--- src/analog_comparator_params.svh ---
`ifndef ANALOG_COMPARATOR_PARAMS_SVH
`define ANALOG_COMPARATOR_PARAMS_SVH

// register indices, byte address is four times the index
`define IDX_CTRL_B    7'h0D
`define IDX_DIDR      7'h60
`define IDX_CTRL_A    7'h0E
`define IDX_STATUS    7'h10
`define IDX_MASK      7'h11

// control register a fields
`define A_POWER_OFF   7
`define A_POS_SEL     6
`define A_RESULT      5
`define A_FLAG        4
`define A_IRQ_EN      3
`define A_CAPTURE     2

// control register b fields
`define B_HYST_EN     7
`define B_HYST_LVL    6
`define B_PIN_EN      4
`define B_MUX_EN      2

// input disable fields
`define D_NEG_OFF     4
`define D_POS_OFF     3

// status and mask fields
`define S_EVENT       0
`define S_TOGGLE      1

// reset values
`define RST_CTRL_A    8'h00
`define RST_CTRL_B    8'h00
`define RST_DIDR      8'h00
`define RST_STATUS    2'h0
`define RST_MASK      2'h0

// synchroniser depth, latency of the result bit in clocks
`define SYNC_STAGES   2

`endif

--- src/analog_comparator_pkg.sv ---
package analog_comparator_pkg;

  typedef enum logic [1:0] {
    MODE_TOGGLE   = 2'b00,
    MODE_RESERVED = 2'b01,
    MODE_FALL     = 2'b10,
    MODE_RISE     = 2'b11
  } irq_mode_t;

  typedef struct packed {
    logic        read;
    logic        write;
    logic [8:0]  address;
    logic [31:0] writedata;
    logic [3:0]  byteenable;
  } av_req_t;

  typedef struct packed {
    logic        hystEnable;
    logic        hystLevel;
    logic        powerOff;
    logic        posSelBandgap;
    logic        negMuxSelect;
  } analog_ctrl_t;

  typedef struct packed {
    logic        powerOff;
    logic        posSel;
    logic        flag;
    logic        irqEnable;
    logic        captureEn;
    irq_mode_t   mode;
    logic        hystEn;
    logic        hystLvl;
    logic        pinEn;
    logic        muxEn;
    logic [7:0]  didr;
    logic [1:0]  status;
    logic [1:0]  mask;
    logic        resPrev;
    logic        waitReq;
    logic [31:0] readData;
    logic        cmpIrq;
    logic        sysIrq;
    logic        capture;
    logic        pinOut;
    logic        pinOeN;
    logic        portPos;
    logic        portNeg;
    analog_ctrl_t ana;
  } state_t;

endpackage

--- src/analog_comparator_control.sv ---
`timescale 1ns/1ps
`include "analog_comparator_params.svh"

module analog_comparator_control #(
  parameter int ADDR_W = 9
) (
  // clock and reset
  input  wire logic                          sys_clk,
  input  wire logic                          nrst,
  // register bus
  input  wire analog_comparator_pkg::av_req_t avReq,
  output logic [31:0]                        readdata,
  output logic                               waitrequest,
  // analog core
  input  wire logic                          rawResult,
  output analog_comparator_pkg::analog_ctrl_t anaCtrl,
  input  wire logic                          converterEnable,
  // comparator pins, digital side
  input  wire logic                          positivePinIn,
  input  wire logic                          negativePinIn,
  output logic                               portInPositive,
  output logic                               portInNegative,
  output logic                               resultPinOut,
  output logic                               resultPinOeN,
  // timer capture
  output logic                               captureIn,
  // cpu interrupt
  input  wire logic                          globalIrqEnable,
  input  wire logic                          vectorAck,
  output logic                               comparatorIrq,
  output logic                               irq
);

  analog_comparator_pkg::state_t state_reg;
  analog_comparator_pkg::state_t state_next;

  logic [2:0] syncBits;
  logic       resSync;
  logic       posSync;
  logic       negSync;
  logic       toggle;
  logic       evt;
  logic       req;
  logic       doWrite;
  logic       lane0;
  logic [6:0] idx;
  logic [7:0] wd;
  logic [7:0] rd8;

  if (ADDR_W != 9)
  begin
    $error("analog_comparator_control needs ADDR_W of 9");
  end

  // comparator result and pin levels come from outside the clock domain
  bit_synchronizer #(
    .WIDTH (3)
  ) u_sync (
    .sys_clk (sys_clk),
    .nrst    (nrst),
    .asyncIn ({rawResult, positivePinIn, negativePinIn}),
    .syncOut (syncBits)
  );

  assign resSync = syncBits[2];
  assign posSync = syncBits[1];
  assign negSync = syncBits[0];

  assign req     = avReq.read | avReq.write;
  assign doWrite = avReq.write & !state_reg.waitReq;
  assign lane0   = avReq.byteenable[0];
  assign idx     = avReq.address[8:2];
  assign wd      = avReq.writedata[7:0];

  always_comb
  begin
    state_next = state_reg;
    toggle     = resSync ^ state_reg.resPrev;
    evt        = 1'b0;
    rd8        = 8'h00;

    case (state_reg.mode)
      analog_comparator_pkg::MODE_TOGGLE: evt = toggle;
      analog_comparator_pkg::MODE_FALL:   evt = state_reg.resPrev & !resSync;
      analog_comparator_pkg::MODE_RISE:   evt = !state_reg.resPrev & resSync;
      default:                            evt = 1'b0;
    endcase

    state_next.resPrev = resSync;

    // clear by vector, set wins over any clear
    if (vectorAck)
      state_next.flag = 1'b0;

    // bus answer: one wait cycle, then the access completes
    state_next.waitReq = !(req && state_reg.waitReq);

    if (doWrite && lane0)
    begin
      if (idx == `IDX_CTRL_A)
      begin
        state_next.powerOff  = wd[`A_POWER_OFF];
        state_next.posSel    = wd[`A_POS_SEL];
        state_next.irqEnable = wd[`A_IRQ_EN];
        state_next.captureEn = wd[`A_CAPTURE];
        state_next.mode      = analog_comparator_pkg::irq_mode_t'(wd[1:0]);
        if (wd[`A_FLAG])
          state_next.flag = 1'b0;
      end
      else if (idx == `IDX_CTRL_B)
      begin
        state_next.hystEn  = wd[`B_HYST_EN];
        state_next.hystLvl = wd[`B_HYST_LVL];
        state_next.pinEn   = wd[`B_PIN_EN];
        state_next.muxEn   = wd[`B_MUX_EN];
      end
      else if (idx == `IDX_DIDR)
      begin
        state_next.didr = wd;
      end
      else if (idx == `IDX_STATUS)
      begin
        state_next.status = state_reg.status & ~wd[1:0];
      end
      else if (idx == `IDX_MASK)
      begin
        state_next.mask = wd[1:0];
      end
    end

    if (evt)
      state_next.flag = 1'b1;
    if (evt)
      state_next.status[`S_EVENT] = 1'b1;
    if (toggle)
      state_next.status[`S_TOGGLE] = 1'b1;

    // read data prepared so it stands at the completing edge
    if (idx == `IDX_CTRL_A)
    begin
      rd8 = {state_reg.powerOff, state_reg.posSel, resSync, state_reg.flag,
             state_reg.irqEnable, state_reg.captureEn, state_reg.mode};
    end
    else if (idx == `IDX_CTRL_B)
    begin
      rd8 = {state_reg.hystEn, state_reg.hystLvl, 1'b0, state_reg.pinEn,
             1'b0, state_reg.muxEn, 2'b00};
    end
    else if (idx == `IDX_DIDR)
    begin
      rd8 = state_reg.didr;
    end
    else if (idx == `IDX_STATUS)
    begin
      rd8 = {6'h00, state_reg.status};
    end
    else if (idx == `IDX_MASK)
    begin
      rd8 = {6'h00, state_reg.mask};
    end
    else
    begin
      rd8 = 8'h00;
    end
    if (avReq.read && state_reg.waitReq)
      state_next.readData = {24'h000000, rd8};

    // outputs, all registered
    state_next.cmpIrq  = state_reg.flag & state_reg.irqEnable & globalIrqEnable;
    state_next.sysIrq  = |(state_reg.status & state_reg.mask);
    state_next.capture = state_reg.captureEn & resSync;
    state_next.pinOut  = state_reg.pinEn & resSync;
    state_next.pinOeN  = !state_reg.pinEn;
    state_next.portPos = posSync & !state_reg.didr[`D_POS_OFF];
    state_next.portNeg = negSync & !state_reg.didr[`D_NEG_OFF];
    state_next.ana.hystEnable    = state_reg.hystEn;
    state_next.ana.hystLevel     = state_reg.hystEn & state_reg.hystLvl;
    state_next.ana.powerOff      = state_reg.powerOff;
    state_next.ana.posSelBandgap = state_reg.posSel;
    state_next.ana.negMuxSelect  = state_reg.muxEn & !converterEnable;
  end

  always_ff @(posedge sys_clk)
  begin
    if (!nrst)
    begin
      state_reg          <= '0;
      state_reg.waitReq  <= 1'b1;
      state_reg.pinOeN   <= 1'b1;
      state_reg.didr     <= `RST_DIDR;
      state_reg.status   <= `RST_STATUS;
      state_reg.mask     <= `RST_MASK;
    end
    else
    begin
      state_reg <= state_next;
    end
  end

  assign readdata       = state_reg.readData;
  assign waitrequest    = state_reg.waitReq;
  assign anaCtrl        = state_reg.ana;
  assign portInPositive = state_reg.portPos;
  assign portInNegative = state_reg.portNeg;
  assign resultPinOut   = state_reg.pinOut;
  assign resultPinOeN   = state_reg.pinOeN;
  assign captureIn      = state_reg.capture;
  assign comparatorIrq  = state_reg.cmpIrq;
  assign irq            = state_reg.sysIrq;
endmodule

--- src/bit_synchronizer.sv ---
`timescale 1ns/1ps
`include "analog_comparator_params.svh"

module bit_synchronizer #(
  parameter int WIDTH = 1
) (
  // clock and reset
  input  wire logic             sys_clk,
  input  wire logic             nrst,
  // asynchronous in, synchronous out
  input  wire logic [WIDTH-1:0] asyncIn,
  output logic      [WIDTH-1:0] syncOut
);

  logic [WIDTH-1:0] meta_reg;
  logic [WIDTH-1:0] sync_reg;

  if (WIDTH < 1)
  begin
    $error("bit_synchronizer width must be at least one");
  end

  // first stage feeds only the second stage
  always_ff @(posedge sys_clk)
  begin
    if (!nrst)
    begin
      meta_reg <= '0;
      sync_reg <= '0;
    end
    else
    begin
      meta_reg <= asyncIn;
      sync_reg <= meta_reg;
    end
  end

  assign syncOut = sync_reg;

endmodule

--- config.mk ---
export PLATFORM = sky130hd
export DESIGN_NAME = analog_comparator_control
export DESIGN_NICKNAME = d
export VERILOG_FILES = /design/src/analog_comparator_pkg.sv /design/src/analog_comparator_control.sv /design/src/bit_synchronizer.sv
export VERILOG_INCLUDE_DIRS = /design/src
export SDC_FILE = /design/constraint.sdc
export NUM_CORES = 1
export LEC_CHECK = 0
export BUFFER_PORTS_ARGS = -buffer_cell sky130_fd_sc_hd__buf_2
export CAP_MARGIN = 20
export CELL_PAD_IN_SITES_DETAIL_PLACEMENT = 0
export CELL_PAD_IN_SITES_GLOBAL_PLACEMENT = 1
export CORE_MARGIN = 2
export CORE_UTILIZATION = 31
export CTS_BUF_LIST = sky130_fd_sc_hd__clkbuf_8
export CTS_CLUSTER_DIAMETER = 60
export CTS_CLUSTER_SIZE = 24
export DETAILED_ROUTE_END_ITERATION = 8
export GPL_TIMING_DRIVEN = 1
export PLACE_DENSITY_LB_ADDON = 0.1
export SLEW_MARGIN = 15
export SYNTH_ARGS = -nofsm -noshare
export SYNTH_HDL_FRONTEND = slang
export SYNTH_SLANG_ARGS = --single-unit
--- constraint.sdc ---
create_clock -name sys_clk -period 2.1 [get_ports sys_clk]
set_input_delay 0.63 -clock sys_clk [delete_from_list [all_inputs] [get_ports sys_clk]]
set_output_delay 0.63 -clock sys_clk [all_outputs]
set_load 0.01 [all_outputs]
* Word level (Yosys, flattened, before mapping) *
Cells that the tools add are included.

operators by class
  equality and inequality tests = 13
  multiplexer cells = 21
  bitwise logic cells = 20
  reductions and logical operators = 23

operators with widths
  cell                count
  $mux 8              4
  $mux 21             1
  $mux 16             1
  $eq 7x4->1 const B  2
  $eq 7x5->1 const B  2
  $mux 12             1
  $ne 2x2->1 const B  6
  $and 1x1->1         11
  $mux 2              5
  $reduce_and 5->1    2
  $logic_not 1->1     8
  $mux 4              2
  $reduce_bool 2->1   4
  $eq 7x7->1 const B  1
  $reduce_and 6->1    1
  $mux 1              5
  $mux 5              1
  $and 2x2->2         2
  $eq 2x2->1 const B  2
  $not 1->1           4
  $reduce_and 4->1    1
  $logic_and 1x1->1   3
  $pmux 1 s3          1
  $reduce_and 3->1    1
  6 further kinds     6

storage, ports and cells
  register bits = 51
  bits of input ports = 55
  output and inout bits = 45
  word-level logic and storage cells = 108

* Longest topological paths before layout *
  depth in word-level cells = 8
  mapped depth = 6
  depth with buffers taken out = 6

* Cells and area by module *
Synthesis repeated with hierarchy kept, for this count alone.

unflattened totals
  cell total of the unflattened synthesis = 243
  area total of the unflattened synthesis = 2,244.7 µm²

modules (own cells, without submodules)
  module                     times used  cells each  area an instance (µm²)
  analog_comparator_control  1           231         2,087.0
  bit_synchronizer           1           12          157.7

* Worst setup path before layout *
OpenSTA, ideal clock, no wires.

  path type = in2reg
  from = in avReq[41] (netlist name)
  to = reg state_reg[50] (netlist name)
  data arrival time = 1,970 ps
  required time = 1,972 ps
  setup slack = 2 ps
  cell stages on the path = 5
  buffers on the path = 1
  cells stage by stage = or4_1 > buf_2 > nor3_4 > mux2i_1 > nor2_1

on the way
  cells in the longest elaborated chain, start to end = 3
  elaborated cells between the ends (all ways) = 6

ends and longest elaborated chain
  item                          RTL line                          source
  start: declaration            analog_comparator_control.sv:11   input wire analog_comparator_pkg::av_req_t avReq,
  $eq 7x4->1 (no line)          -
  $not 1->1 (no line)           -
  $reduce_and 4->1 (no line) *  -
  end signal: assignment        analog_comparator_control.sv:196  state_reg <= state_next;
  end: declaration              analog_comparator_control.sv:34   analog_comparator_pkg::state_t state_reg;

Mark *: on every way between the ends. The rest lies on a longest branch, timed or not.
A chain may end at the register's enable or synchronous reset.

* Worst setup path in the final report *
  from = in avReq[41] (netlist name)
  to = reg state_reg, in the netlist readdata[2]

on the way
  cells in the longest elaborated chain, start to end = 4
  elaborated cells between the ends (all ways) = 6

ends and longest elaborated chain
  item                  RTL line                          source
  $eq 7x7->1 (no line)  -
  $mux 8                analog_comparator_control.sv:149  else if (idx == `IDX_DIDR)
  $mux 8                analog_comparator_control.sv:144  else if (idx == `IDX_CTRL_B)
  $mux 8 *              analog_comparator_control.sv:139  if (idx == `IDX_CTRL_A)

Marked as above.

==> impl_metrics.ini <==
[place]
place_hpwl_um = 3980
port_buffers = 46
place.gp.congestion = 0.721
place_area_um2 = 2530
place_inst = 389

[sta]
period_share = 0.892
fin_tns_setup_ns = 0
min_period_ns = 1.87
rsz0062_at_grt = no
slew_viol_final = 0
finalSetupViolations = 0
finalClockSkew_ns = 0.00741
finalHoldViolCount = 0
fmax_ghz = 0.534

[synth]
synth_top_area_share = 0.455
synth_area_um2 = 2240
synth_edf_count = 0
synth.area.top_cells = dfxtp_1 (46%), buf_4 (12%), mux2i_1 (4.9%)
synth_area_per_cell_um2 = 9.04
async_flop_share = 0
ys_seq_area_frac = 0.455
synth_cell_types = 37
ys_ff_latch = 51
yosysWarningCount = 0
ys.flop_type = dfxtp_1
yosys.area.top_type = dfxtp_1
synthCells = 248

[global_route]
grt_use_total = 0.144
grt_max_degree = 19
first_global_vias = 1650
grt_overflow = 0
grt_pass1_wl_um = 8510
antenna_found_initial = 0

[final_layout]
diodes = 0
fin_area_um2 = 2620
final_common_cell = dfxtp_1
area_growth_pct = 17.0
largest_reg_flops = 21
nNetsFinal = 354
final_util = 0.367
fin_cells = 397
drive_above_1_share = 0.255
layout_common_cells = dfxtp_1 (51), buf_2 (46), conb_1 (24)

[detailed_routing]
first_pass_iters = 4
drt_wl_total_um = 5440
via_count = 1791
drcViolationCount = 0
viasPerCell = 4.51
dr.first_iter.drc_count = 87
final_antenna_net_count = 0
wl_per_cell_um = 13.7

[power_and_ir_drop]
vdd_drop_max_v = 0.000333
power_density_nw_per_um2 = 668
p_leak_nw = 1.12

[clock_tree]
clock_latency_ns = 0.31
ctsHoldBuffers = 0
cts_resized = 0
clock_sinks = 51
path_clk_slew_ns = 0.10
h-tree-depth = 2
clock_path_buffers = 2
cts_buffers = 5
cts_tree = built
post_cts_buffers = 0
clock-root-buffer = clkbuf_8

[floorplan]
core_region_area_um2 = 7140
ios = 100
dieArea_um2 = 7930
die_y_um = 89.0
initial_core_util = 0.314
rows = 31
dieWidth_um = 89.0

[critical_path]
path_common_cell = buf_4
cp.arrival_ns = 2.12
path_max_fanout = 5
endpoint_kind = register
crit_chain = buf_2 > or4_1 > buf_4 > nor2_1 > buf_4 > a221oi_1 > a21oi_1
slowest_stage = or4_1
worstPathRequired_ns = 2.34
max_stage_delay_ns = 0.62
reg2reg_slack_ns = 0.64
crit_path_start_kind = input pin
path_class = input pin to register

[worst_hold_path]
hold_class = register to register

[run]
maxCapViolCount = 0

[status]
status = finished clean
==> per-stage QoR <==
| step | hold WS, ns | setup WS, ns | power [mW] |
|---|---|---|---|
| 5_1_grt | 0.459 | 0.0825 | 1.83 |
| 6_report | 0.418 | 0.227 | 1.75 |
| 3_3_place_gp | 0.410 | -0.110 | 1.19 |
| 4_1_cts | 0.422 | 0.205 | 1.78 |
| 3_5_place_dp | 0.406 | -0.112 | 1.19 |
| 2_1_floorplan | 0.380 | 0.00224 | 1.15 |
==> routing by layer <==
layer,global-route usage,share of wire,vias to the layer above
li1,-,-,898
met1,0.189,0.46,825
met3,0.0369,0.062,9
met4,0.0502,0.018,0
met2,0.231,0.46,59
met5,0,0,-
==> kinds of logic (layout without fill, tap and decap cells) <==
group,count (synthesis),count (layout),share of synthesized area
AND/OR/NAND/NOR,85,85,0.200
buffers and inverters,52,79,0.150
flip-flops,51,51,0.455
AO/OA/AOI/OAI,46,46,0.133
multiplexers,11,11,0.0491
adder cells (fa/ha/maj),2,2,0.0112
other,1,24,0.00167
==> area by class of cell <==
class                   count  area [um^2]
multi-input cells         168          972
repair buffers             66          393
clock buffers               5         68.8
well taps                  99          124
inverters                   5         18.8
clock inverters             3         25.0
fillers                   795         4510
flip-flops and latches     51         1020
==> worst max-delay path, delay by kind of cell <==
kind / cells / cell delay [ns]
AOI/OAI and AO/OA: 2 / 0.24
buffers and inverters: 3 / 0.48
and+or+nand+nor: 2 / 0.76
==> cell usage after synthesis (5+ instances only) <==
library cell and count:
mux2i_1 11, dfxtp_1 51, a21oi_1 17, clkbuf_1 8, nor2_1 17, and2_1 13
nand2_1 23, buf_4 37, inv_1 5, a221oi_1 6, nand3_1 10, o21ai_0 7
==> worst paths after layout <==
check,startpoint,end,cells past startpoint
max,avReq[41],readdata[2],7
min,u_sync.syncOut[0],portInNegative,2
max reg2reg,waitrequest,state_reg[63],5
min reg2reg,u_sync.syncOut[0],portInNegative,2
==> where the power goes <==
part | internal (mW) | total, mW | switching (mW) | leakage, nW
combinational | 0.0659 | 0.170 | 0.104 | 0.663
clock | 0.239 | 0.585 | 0.346 | 0.0443
sequential | 0.987 | 0.999 | 0.0118 | 0.414
(Power assumes the default switching activity.)
